**config.mk**
```make
export PLATFORM = sky130hd
export DESIGN_NAME = wakeup_clock_mask_control
export DESIGN_NICKNAME = d
export VERILOG_FILES = /design/src/common/wake_mask_pkg.sv /design/src/common/mask_if.sv /design/src/logic/mask_timer.sv /design/src/logic/wakeup_clock_mask_control.sv
export SDC_FILE = /design/constraint.sdc
export NUM_CORES = 1
export LEC_CHECK = 0
export ABC_AREA = 1
export ABC_CLOCK_PERIOD_IN_PS = 2700
export BUFFER_PORTS_ARGS = -buffer_cell sky130_fd_sc_hd__buf_4
export CAP_MARGIN = 20
export CORE_UTILIZATION = 52
export DETAILED_ROUTE_END_ITERATION = 8
export PLACE_DENSITY = 0.76
export SKIP_CTS_REPAIR_TIMING = 1
export SYNTH_ARGS = -nofsm -noshare
export SYNTH_HDL_FRONTEND = slang
export SYNTH_HIERARCHICAL = 1
export SYNTH_SLANG_ARGS = --single-unit
```
**constraint.sdc**
```tcl
create_clock -name clk -period 2.7 [get_ports clk]
set_clock_uncertainty 0.15 [all_clocks]
set_input_delay 0.405 -clock clk [delete_from_list [all_inputs] [get_ports clk]]
set_output_delay 0.405 -clock clk [all_outputs]
set_load 0.02 [all_outputs]
```
**src/common/wake_mask_pkg.sv**
```systemverilog
// constants, offsets and field layouts for the wakeup clock mask control
package wake_mask_pkg;
  // ==================================================
  // timing
  localparam int CLK_MHZ = 100;
  localparam int MASK_NORMAL_US = 150;
  localparam int MASK_SHORT_US = 2;
  localparam int OVERSHOOT_US = 6;
  localparam int OUT_OF_SPEC_US = 4;
  localparam int MASK_NORMAL_CYC = MASK_NORMAL_US * CLK_MHZ;
  localparam logic [15:0] MASK_SHORT_CYC = 16'(MASK_SHORT_US * CLK_MHZ);
  localparam logic [15:0] OVERSHOOT_CYC = 16'(OVERSHOOT_US * CLK_MHZ);
  localparam logic [15:0] OUT_OF_SPEC_CYC = 16'(OUT_OF_SPEC_US * CLK_MHZ);
  localparam logic [15:0] CNT_ONE = 16'h0001;
  localparam logic [15:0] CNT_ZERO = 16'h0000;

  // ==================================================
  // hazard thresholds in 100 kHz units, index is core level 0..3
  localparam logic [3:0][7:0] HAZARD_FREQ = {8'h7d, 8'h64, 8'h4b, 8'h32};

  // ==================================================
  // register map
  localparam int ADDR_W = 4;
  localparam logic [3:0] ADDR_SUPPLY = 4'h0;
  localparam logic [3:0] ADDR_CTL_FIVE = 4'h4;
  localparam logic [3:0] ADDR_OSC_FREQ = 4'h8;
  localparam logic [3:0] ADDR_STATUS = 4'hc;
  localparam int SUP_EN_BIT = 0;
  localparam int MON_EN_BIT = 1;
  localparam int SUP_FP_BIT = 2;
  localparam int MON_FP_BIT = 3;
  localparam int LEVEL_LSB = 4;
  localparam int DCO_SRC_BIT = 6;
  localparam logic [6:0] SUPPLY_RESET = 7'h43;
  localparam logic [2:0] DIVIDER_RESET = 3'h0;
  localparam logic [2:0] DIVIDER_MAX = 3'h5;
  localparam logic [7:0] OSC_FREQ_RESET = 8'h64;
  localparam logic [1:0] RESP_OKAY = 2'h0;
  localparam logic [1:0] RESP_SLVERR = 2'h2;

  // ==================================================
  // mask sequencing
  typedef enum logic [1:0] {
    PH_IDLE = 2'b00,
    PH_MASK = 2'b01,
    PH_SPEC = 2'b10
  } phase_t;
endpackage

```
**src/common/mask_if.sv**
```systemverilog
// wakeup mask timer connection between controller and timer
`timescale 1ns/10ps
interface mask_if;
  logic start;
  logic short_mask;
  logic hazard;
  logic masked;
  logic overshoot;
  logic out_of_spec;
  modport timer(input start, input short_mask, input hazard,
    output masked, output overshoot, output out_of_spec);
  modport ctrl(output start, output short_mask, output hazard,
    input masked, input overshoot, input out_of_spec);
endinterface

```
**src/logic/mask_timer.sv**
```systemverilog
// wakeup mask, overshoot and out-of-spec timers
`timescale 1ns/10ps
module mask_timer #(
  parameter int NORMAL_CYCLES = wake_mask_pkg::MASK_NORMAL_CYC
) (
  input wire logic clk,
  input wire logic srst,
  mask_if.timer m
);
  import wake_mask_pkg::*;

  // ==================================================
  // state
  phase_t phase;
  logic [15:0] count;
  logic [15:0] over_cnt;
  logic short_q;
  logic hazard_q;
  logic [15:0] mask_len;
  logic [15:0] over_len;

  wire [15:0] mask_load = m.short_mask ? MASK_SHORT_CYC : 16'(NORMAL_CYCLES);
  wire mask_done = (phase == PH_MASK) && (count == CNT_ONE);
  wire spec_done = (phase == PH_SPEC) && (count == CNT_ONE);

  assign m.masked = (phase == PH_MASK);
  assign m.overshoot = (over_cnt != CNT_ZERO);
  assign m.out_of_spec = (phase == PH_SPEC);

  // ==================================================
  // mask sequence; a new wakeup restarts the whole window
  always_ff @(posedge clk) begin
    if (srst) begin
      phase <= PH_IDLE;
      count <= CNT_ZERO;
      short_q <= 1'b0;
      hazard_q <= 1'b0;
    end else if (m.start) begin
      phase <= PH_MASK;
      count <= mask_load;
      short_q <= m.short_mask;
      hazard_q <= m.hazard;
    end else begin
      case (phase)
        PH_MASK: begin
          count <= count - CNT_ONE;
          if (mask_done && short_q && hazard_q) begin
            phase <= PH_SPEC;
            count <= OUT_OF_SPEC_CYC;
          end else if (mask_done) begin
            phase <= PH_IDLE;
          end
        end
        PH_SPEC: begin
          count <= count - CNT_ONE;
          if (spec_done) begin
            phase <= PH_IDLE;
          end
        end
        default: begin
          phase <= PH_IDLE;
        end
      endcase
    end
  end

  // oscillator runs fast for a fixed window after every wakeup
  always_ff @(posedge clk) begin
    if (srst) begin
      over_cnt <= CNT_ZERO;
    end else if (m.start) begin
      over_cnt <= OVERSHOOT_CYC;
    end else if (over_cnt != CNT_ZERO) begin
      over_cnt <= over_cnt - CNT_ONE;
    end
  end

  // ==================================================
  // checks; length counters exist only for them
  always_ff @(posedge clk) begin
    if (srst || m.start) begin
      mask_len <= CNT_ZERO;
      over_len <= CNT_ZERO;
    end else begin
      mask_len <= mask_len + (m.masked ? CNT_ONE : CNT_ZERO);
      over_len <= over_len + (m.overshoot ? CNT_ONE : CNT_ZERO);
    end
  end

  overshoot_start_a: assert property (@(posedge clk) disable iff (srst)
    m.start |=> m.overshoot) else $error("overshoot not raised on wakeup");
  overshoot_len_a: assert property (@(posedge clk) disable iff (srst)
    $fell(m.overshoot) && !$past(m.start) |-> over_len == OVERSHOOT_CYC)
    else $error("overshoot window length wrong");
  mask_normal_a: assert property (@(posedge clk) disable iff (srst)
    $fell(m.masked) && !short_q |-> mask_len == 16'(NORMAL_CYCLES))
    else $error("normal mask length wrong");
  mask_short_a: assert property (@(posedge clk) disable iff (srst)
    $fell(m.masked) && short_q && !$past(m.start) |-> mask_len == MASK_SHORT_CYC)
    else $error("short mask length wrong");
  spec_window_a: assert property (@(posedge clk) disable iff (srst)
    $fell(m.masked) && !$past(m.start) && short_q && hazard_q |-> m.out_of_spec)
    else $error("out of spec window missing after short mask");
  hazard_only_a: assert property (@(posedge clk) disable iff (srst)
    m.out_of_spec |-> hazard_q && short_q) else $error("out of spec without hazard");
endmodule

```
**src/logic/wakeup_clock_mask_control.sv**
```systemverilog
// wakeup clock mask control with axi4-lite registers
`timescale 1ns/10ps
// What this block does
// after leaving deep sleep level three or four the oscillator runs fast for up to 6 us.
// with supervisor and monitor in normal mode the cpu is masked for 150 us after wakeup.
// with both enables off or both full-performance selects on the mask lasts only 2 us.
// the short mask hurts only with the main clock from the oscillator above 5/7.5/10/12.5 MHz.
// under the short mask the cpu clock may run out of spec for about 4 us after the mask.
// software should set the main clock divider to 001 before entering deep sleep.
// after wakeup software waits 32/48/80/100 cycles per core level before clearing it.
// the secondary clock from the oscillator is never masked, so it shows the overshoot.
// the mask is a timer started at wakeup that gates the cpu clock, released glitch-free.
module wakeup_clock_mask_control #(
  parameter int MASK_NORMAL_CYCLES = wake_mask_pkg::MASK_NORMAL_CYC
) (
  input wire logic clk,
  input wire logic srst,
  input wire logic wake_event,
  output logic cpu_clock_enable,
  output logic main_clock_enable,
  output logic secondary_clock_fast,
  input wire logic [wake_mask_pkg::ADDR_W-1:0] s_axi_awaddr,
  input wire logic s_axi_awvalid,
  output logic s_axi_awready,
  input wire logic [31:0] s_axi_wdata,
  input wire logic [3:0] s_axi_wstrb,
  input wire logic s_axi_wvalid,
  output logic s_axi_wready,
  output logic [1:0] s_axi_bresp,
  output logic s_axi_bvalid,
  input wire logic s_axi_bready,
  input wire logic [wake_mask_pkg::ADDR_W-1:0] s_axi_araddr,
  input wire logic s_axi_arvalid,
  output logic s_axi_arready,
  output logic [31:0] s_axi_rdata,
  output logic [1:0] s_axi_rresp,
  output logic s_axi_rvalid,
  input wire logic s_axi_rready
);
  import wake_mask_pkg::*;

  // ==================================================
  // registers
  logic [6:0] supply_config;
  logic [2:0] main_clock_divider;
  logic [7:0] osc_freq;
  logic [3:0] aw_addr_q;
  logic [31:0] w_data_q;
  logic w_strb0_q;
  logic [4:0] div_cnt;
  logic [31:0] rd_data;
  logic [1:0] rd_resp;

  mask_if mi();

  mask_timer #(.NORMAL_CYCLES(MASK_NORMAL_CYCLES)) u_timer (
    .clk(clk),
    .srst(srst),
    .m(mi.timer)
  );

  // ==================================================
  // mask selection
  wire supervisor_enable = supply_config[SUP_EN_BIT];
  wire monitor_enable = supply_config[MON_EN_BIT];
  wire supervisor_full_perf_select = supply_config[SUP_FP_BIT];
  wire monitor_full_perf_select = supply_config[MON_FP_BIT];
  wire [1:0] core_level = supply_config[LEVEL_LSB +: 2];
  wire main_from_dco = supply_config[DCO_SRC_BIT];
  assign mi.start = wake_event;
  assign mi.short_mask = (!supervisor_enable && !monitor_enable) ||
    (supervisor_full_perf_select && monitor_full_perf_select);
  assign mi.hazard = main_from_dco && (osc_freq > HAZARD_FREQ[core_level]);

  // ==================================================
  // main clock divider: divide by 2**field, codes above 5 saturate
  wire [2:0] div_sel = (main_clock_divider > DIVIDER_MAX) ? DIVIDER_MAX : main_clock_divider;
  wire [4:0] div_reload = 5'((6'h01 << div_sel) - 6'h01);
  wire div_tick = (div_cnt == 5'h00);

  always_ff @(posedge clk) begin
    if (srst) begin
      div_cnt <= 5'h00;
      main_clock_enable <= 1'b0;
      cpu_clock_enable <= 1'b0;
      secondary_clock_fast <= 1'b0;
    end else begin
      div_cnt <= div_tick ? div_reload : div_cnt - 5'h01;
      main_clock_enable <= div_tick;
      // gating on the enable pulse, not the clock, keeps the release glitch-free
      cpu_clock_enable <= div_tick && !mi.masked;
      secondary_clock_fast <= mi.overshoot;
    end
  end

  // ==================================================
  // axi4-lite write: address and data taken in either order
  wire aw_hs = s_axi_awvalid && s_axi_awready;
  wire w_hs = s_axi_wvalid && s_axi_wready;
  wire do_write = !s_axi_awready && !s_axi_wready && !s_axi_bvalid;
  wire wr_hit = (aw_addr_q == ADDR_SUPPLY) || (aw_addr_q == ADDR_CTL_FIVE) ||
    (aw_addr_q == ADDR_OSC_FREQ);
  wire wr_en = do_write && w_strb0_q;

  always_ff @(posedge clk) begin
    if (srst) begin
      s_axi_awready <= 1'b1;
      s_axi_wready <= 1'b1;
      s_axi_bvalid <= 1'b0;
      s_axi_bresp <= RESP_OKAY;
      aw_addr_q <= 4'h0;
      w_data_q <= 32'h0000_0000;
      w_strb0_q <= 1'b0;
    end else begin
      if (aw_hs) begin
        s_axi_awready <= 1'b0;
        aw_addr_q <= s_axi_awaddr;
      end
      if (w_hs) begin
        s_axi_wready <= 1'b0;
        w_data_q <= s_axi_wdata;
        w_strb0_q <= s_axi_wstrb[0];
      end
      if (do_write) begin
        s_axi_bvalid <= 1'b1;
        s_axi_bresp <= wr_hit ? RESP_OKAY : RESP_SLVERR;
      end
      if (s_axi_bvalid && s_axi_bready) begin
        s_axi_bvalid <= 1'b0;
        s_axi_awready <= 1'b1;
        s_axi_wready <= 1'b1;
      end
    end
  end

  // fields live in byte 0, so only its strobe matters
  always_ff @(posedge clk) begin
    if (srst) begin
      supply_config <= SUPPLY_RESET;
      main_clock_divider <= DIVIDER_RESET;
      osc_freq <= OSC_FREQ_RESET;
    end else if (wr_en) begin
      if (aw_addr_q == ADDR_SUPPLY) begin
        supply_config <= w_data_q[6:0];
      end
      if (aw_addr_q == ADDR_CTL_FIVE) begin
        main_clock_divider <= w_data_q[2:0];
      end
      if (aw_addr_q == ADDR_OSC_FREQ) begin
        osc_freq <= w_data_q[7:0];
      end
    end
  end

  // ==================================================
  // axi4-lite read
  always_comb begin
    rd_data = 32'h0000_0000;
    rd_resp = RESP_OKAY;
    if (s_axi_araddr == ADDR_SUPPLY) begin
      rd_data = {25'h000_0000, supply_config};
    end else if (s_axi_araddr == ADDR_CTL_FIVE) begin
      rd_data = {29'h0000_0000, main_clock_divider};
    end else if (s_axi_araddr == ADDR_OSC_FREQ) begin
      rd_data = {24'h00_0000, osc_freq};
    end else if (s_axi_araddr == ADDR_STATUS) begin
      rd_data = {28'h000_0000, mi.short_mask, mi.out_of_spec, mi.overshoot, mi.masked};
    end else begin
      rd_resp = RESP_SLVERR;
    end
  end

  always_ff @(posedge clk) begin
    if (srst) begin
      s_axi_arready <= 1'b1;
      s_axi_rvalid <= 1'b0;
      s_axi_rdata <= 32'h0000_0000;
      s_axi_rresp <= RESP_OKAY;
    end else if (s_axi_arvalid && s_axi_arready) begin
      s_axi_arready <= 1'b0;
      s_axi_rvalid <= 1'b1;
      s_axi_rdata <= rd_data;
      s_axi_rresp <= rd_resp;
    end else if (s_axi_rvalid && s_axi_rready) begin
      s_axi_rvalid <= 1'b0;
      s_axi_arready <= 1'b1;
    end
  end

  // ==================================================
  // checks
  cpu_gate_a: assert property (@(posedge clk) disable iff (srst)
    mi.masked |=> !cpu_clock_enable) else $error("cpu clock ran while masked");
  glitch_free_a: assert property (@(posedge clk) disable iff (srst)
    cpu_clock_enable |-> main_clock_enable) else $error("cpu enable outside main tick");
  secondary_free_a: assert property (@(posedge clk) disable iff (srst)
    wake_event |=> ##1 secondary_clock_fast) else $error("secondary overshoot not shown");
  // release waits for a main tick, never a partial pulse
  cpu_release_a: assert property (@(posedge clk) disable iff (srst)
    !mi.masked && div_tick |=> cpu_clock_enable) else $error("cpu clock held after mask");
  secondary_idle_a: assert property (@(posedge clk) disable iff (srst)
    !mi.overshoot |=> !secondary_clock_fast) else $error("secondary fast without overshoot");
  hazard_src_a: assert property (@(posedge clk) disable iff (srst)
    mi.hazard |-> main_from_dco) else $error("hazard without oscillator source");
  div_reload_a: assert property (@(posedge clk) disable iff (srst)
    div_tick |=> div_cnt == $past(div_reload)) else $error("divider reload wrong");
  main_idle_a: assert property (@(posedge clk) disable iff (srst)
    !div_tick |=> !main_clock_enable) else $error("main tick outside divider wrap");
  divider_write_a: assert property (@(posedge clk) disable iff (srst)
    wr_en && (aw_addr_q == ADDR_CTL_FIVE) |=> main_clock_divider == w_data_q[2:0])
    else $error("divider write lost");

  // ==================================================
  // bus checks; a response must stand until the master takes it
  bresp_hold_a: assert property (@(posedge clk) disable iff (srst)
    s_axi_bvalid && !s_axi_bready |=> s_axi_bvalid && $stable(s_axi_bresp))
    else $error("write response dropped before taken");
  rdata_hold_a: assert property (@(posedge clk) disable iff (srst)
    s_axi_rvalid && !s_axi_rready |=> s_axi_rvalid && $stable(s_axi_rdata))
    else $error("read data dropped before taken");
  status_ro_a: assert property (@(posedge clk) disable iff (srst)
    do_write && (aw_addr_q == ADDR_STATUS) |=> s_axi_bresp == RESP_SLVERR)
    else $error("status write not refused");
endmodule

```
# Word level (Yosys, flattened, before mapping)

Index checks and enable logic that the tools add are counted.

Add/sub/neg operators: 4
Mux-type cells: 28
Reductions and logical operators: 39
Shift-type cells: 1
Equal/unequal tests: 12
$lt $le $gt $ge: 3

Operators by type and width:

| kind                    | count |
|---|---|
| $mux W16                | 2 |
| $mux W8                 | 4 |
| $pmux W16 S2            | 1 |
| $sub A16 B1 Y16 const B | 2 |
| $mux W10                | 2 |
| $bmux W8 S2             | 1 |
| $eq A16 B1 Y1 const B   | 1 |
| $logic_and A1 B1 Y1     | 16 |
| $mux W2                 | 8 |
| $reduce_bool A16 Y1     | 1 |
| $mux W14                | 1 |
| $eq A4 B4 Y1 const B    | 3 |
| $reduce_and A2 Y1       | 5 |
| $sub A5 B1 Y5 const B   | 2 |
| $eq A4 B3 Y1 const B    | 2 |
| $gt A8 B8 Y1            | 1 |
| $logic_not A4 Y1        | 2 |
| $logic_not A1 Y1        | 6 |
| $logic_not A5 Y1        | 1 |
| $mux W1                 | 5 |
| $mux W5                 | 1 |
| $shl A1 B3 Y5 const A   | 1 |
| $mux W4                 | 1 |
| $ne A4 B2 Y1 const B    | 1 |
| other kinds (13)        | 17 |

Bits in registers: 116

# Depth between registers and ports, before layout

Depth in word-level cells: 7
Depth in mapped cells: 11

# Cells and area by module

The synthesis kept the hierarchy.

By module, submodules not included:

| module                    | cells an instance | area an instance (um^2) | instances |
|---|---|---|---|
| wakeup_clock_mask_control | 350               | 2618.8                  | 1 |
| mask_timer                | 332               | 2170.8                  | 1 |

# Worst setup path before layout

OpenSTA, ideal clock, no wires.

Path type: reg2reg
Start: register supply_config[4]
End: register u_timer.hazard_q
Arrival time: 1.488 ns
Setup slack: 0.947 ns
Path buffers: 0
Library setup time: 0.116 ns
Stages on the path, launching flop included: 10
Data required time: 2.434 ns
Cell sequence: dfxtp_1 -> inv_1 -> ha_1 -> ha_1 -> nor3b_1 -> nand3_1 -> nand2_1 -> a21oi_1 -> nor2_1 -> nor2_1

Cells in the longest elaborated chain, start to end: 4

RTL lines:

| what                          | line                             | source |
|---|---|---|
| from (decl)                   | wakeup_clock_mask_control.sv:44  | `logic [6:0] supply_config;` |
| from (signal assigned)        | wakeup_clock_mask_control.sv:144 | `supply_config <= w_data_q[6:0];` |
| $bmux W8 S2                   | wakeup_clock_mask_control.sv:73  | `assign mi.hazard = main_from_dco && (osc_freq > HAZARD_FREQ[core_level]);` |
| $mux W8 (not written as such) | wakeup_clock_mask_control.sv:73  |  |
| $gt A8 B8 Y1                  | wakeup_clock_mask_control.sv:73  |  |
| $logic_and A1 B1 Y1           | wakeup_clock_mask_control.sv:73  |  |
| named net mi.hazard           | mask_if.sv:6                     | `logic hazard;` |
| to (signal assigned)          | mask_timer.sv:42                 | `hazard_q <= m.hazard;` |
| to (decl)                     | mask_timer.sv:18                 | `logic hazard_q;` |

The timed path passes the listed nets, and every way through them passes these cells. The select of a mux whose other input is x is not followed.
A chain may end at the register's enable or synchronous reset.

# Final worst setup path

Ends and elaborated chain as after synthesis.

==> results.yml <==
cells_and_area:
  drive_gt1_frac: 0.143
  fin_area_sq_um: 5300
  diodes: 0
  area_growth_pct: 10.6
  utilization: 0.601
  layout.nets: 789
  stdcell_count: 836
timing:
  worst_pin_slew_ns: 0.492
  slew_headroom: 0.669
  fmax_ghz: 0.497
  layout_min_cycle_time_ns: 2.01
  whs_ns: 0.0727
  drv_slew: 0
  setup_ws_ns: 0.689
  finalSetupViolations: 0
  setup_tns_ns: 0
  rsz0062_at_grt: "false"
  timing.final.crit_share: 0.745
  hold_viol: 0
placement:
  place.detailed.hpwl_um: 7510
  place_congestion: 0.915
  port-buffer-count: 42
  placed_cell_area_sq_um: 5090
  dpl.cell_count: 820
  dpl_worst_slack_ns: 0.724
cts:
  clk_latency_ns: 0.37
  htree_levels: 3
  cts-root-buf: "clkbuf_8"
  clk_pin_slew_worst_paths_ns: 0.10
  cts_tree: "yes"
  clkSinkCount: 90
  cts_buffers: 9
  clk_path_buf_depth: 2
critical_path:
  reg2regPathDepth: 9
  crit_arrival_ns: 2.11
  critPathMaxStageDelay_ns: 0.37
  crit_type: "reg -> reg"
  path_cells: "inv_1, ha_1, ha_1, nor3b_1, nand3_1, nand2_1, a21oi_1, nor2_1, nor2_1"
  critPathMaxFanout: 4
  required_ns: 2.80
  start_kind: "flop"
  cp-end-kind: "flop"
  rr_endpoint: "u_timer/hazard_q$_SDFFE_PP0P_"
  slowest_stage: "dfxtp_1"
  timing.rr.start: "supply_config[4]$_SDFFE_PP0P_"
  rrSetupSlack_ns: 0.69
hold_path:
  hold_path_startpoint: "s_axi_awvalid"
  hold_class: "in -> reg"
  min_path_cells: 2
  hold_end: "s_axi_awready$_SDFFE_PP1P_"
flow_run:
  maxCapViolations: 0
synth:
  postSynthAreaPerCell_sq_um: 7.02
  synth_edf_count: 0
  synth_sequential_area_ratio: 0.376
  async_reset_ff_frac: 0
  ys_warn_count: 6
  synth.most_common_cell: "nand2_1"
  synth_common_cells: "nand2_1 (130), nor2_1 (118), dfxtp_1 (90), inv_1 (73), o21ai_0 (49)"
  synth_area_sq_um: 4790
  synth_top_area_frac: 0.376
  synth_area_leader_cell: "dfxtp_1"
  synth_cell_types: 45
  yosys_register_bits: 90
  yosys_most_used_dff: "dfxtp_1"
  synthTopCellsByArea: "dfxtp_1 (38%), nand2_1 (10%), nor2_1 (9.2%), inv_1 (5.7%), o21ai_0 (5.1%)"
  syn_inst: 682
power:
  total_power_mw: 3.40
  power_density_nw_per_um2: 643
  peakVddDrop_mv: 0.431
  p_leak_nw: 2.52
run_status:
  status: "complete, but fails checks"
  failed_checks: "design-rule violations"
global_routing:
  grt_max_degree: 43
  grt-ovfl-total: 0
  antenna_found_initial: 0
  grt_first_pass_wirelength_um: 17300
  grt_usage: 0.220
  first_global_vias: 3956
drt:
  via_per_inst: 5.10
  firstDrtPassIters: 6
  wire_per_inst_um: 12.0
  drt_iter0_markers: 173
  drc_errors: 1
  antenna_left: 0
  finalWirelength_um: 10100
  num_vias: 4260
die:
  die_x_um: 98.0
  die_area_sq_um: 9600
  initial_core_util: 0.544
  core.rowCount: 34
  core_sq_um: 8810
  fp.dieH_um: 98.0
  ios: 96
[area by class of cell]
| cell class | instances | area (sq um) |
|---|---|---|
| clock inverters | 6 | 75.1 |
| fillers | 832 | 3510 |
| inverters | 82 | 308 |
| well taps | 108 | 135 |
| clock buffers | 10 | 128 |
| multi-input cells | 497 | 2530 |
| repair buffers | 43 | 323 |
| flip-flops and latches | 90 | 1800 |
[worst max-delay path, delay by kind of cell (launching register included)]
kind	cells	cell delay, ns
buf+inv	1	0.10
compound gates	1	0.05
simple gates	5	0.67
flops	1	0.37
fa+ha+maj	2	0.57
[sequential cells by signal, summed over array words and instances (netlist names), 2 cells and up]
register / flops
u_timer/count: 16
u_timer/over_cnt: 16
osc_freq: 8
s_axi_rdata: 8
w_data_q: 8
supply_config: 7
div_cnt: 5
aw_addr_q: 4
main_clock_divider: 3
u_timer/phase: 2
[how the worst max path moves through the flow]
stage,start,to,depth (start not counted)
final,supply_config[4]$_SDFFE_PP0P_,u_timer/hazard_q$_SDFFE_PP0P_,9
after global placement,supply_config[4]$_SDFFE_PP0P_,u_timer/hazard_q$_SDFFE_PP0P_,9
after detailed placement,supply_config[4]$_SDFFE_PP0P_,u_timer/hazard_q$_SDFFE_PP0P_,9
after CTS,supply_config[4]$_SDFFE_PP0P_,u_timer/hazard_q$_SDFFE_PP0P_,9
after floorplan,supply_config[4]$_SDFFE_PP0P_,u_timer/hazard_q$_SDFFE_PP0P_,9
after global routing,supply_config[4]$_SDFFE_PP0P_,u_timer/hazard_q$_SDFFE_PP0P_,9
[where the power goes]
part,total (mW),switching [mW],internal (mW)
registers,1.53,0.0844,1.44
clock network,0.956,0.514,0.442
logic,0.920,0.589,0.331
[cells in the final DEF, fill, tap and decap left out, types with 2 or more instances in the layout]
cell type / instances
or2_2: 2
nor2_2: 11
nor2_1: 118
a31oi_1: 2
clkbuf_8: 9
o21ai_0: 49
a21oi_2: 3
inv_1: 73
conb_1: 26
and3_1: 2
xor2_1: 10
inv_2: 8
nand2_2: 4
nor3b_1: 2
nand4_1: 6
dfxtp_1: 90
nand3b_1: 3
nand2_4: 3
nor3_1: 7
nand3_1: 35
nor3_2: 3
o211ai_1: 5
a21oi_1: 37
nand2_1: 130
nand3_2: 3
nor2_4: 4
clkinv_4: 2
o21bai_1: 2
xnor2_1: 3
ha_1: 14
buf_4: 43
[routing by layer]
metal,global-route usage,vias to the layer above,routed length (um)
li1,-,2202,-
met2,0.393,105,5000
met5,0,-,0
met3,0.0565,14,511
met4,0.0746,0,155
met1,0.254,1939,4390
[cell families after synthesis]
kind of cell / count (synthesis) / synth area share
buffers and inverters: 120 / 0.116
adders and majority gates: 14 / 0.0366
DFF: 90 / 0.376
AOI/OAI and AO/OA: 105 / 0.121
and+or+nand+nor: 339 / 0.326
other: 1 / 0.000783
xor gates and xnor gates: 13 / 0.0238
No activity file was read; power rests on OpenSTA's default activity.
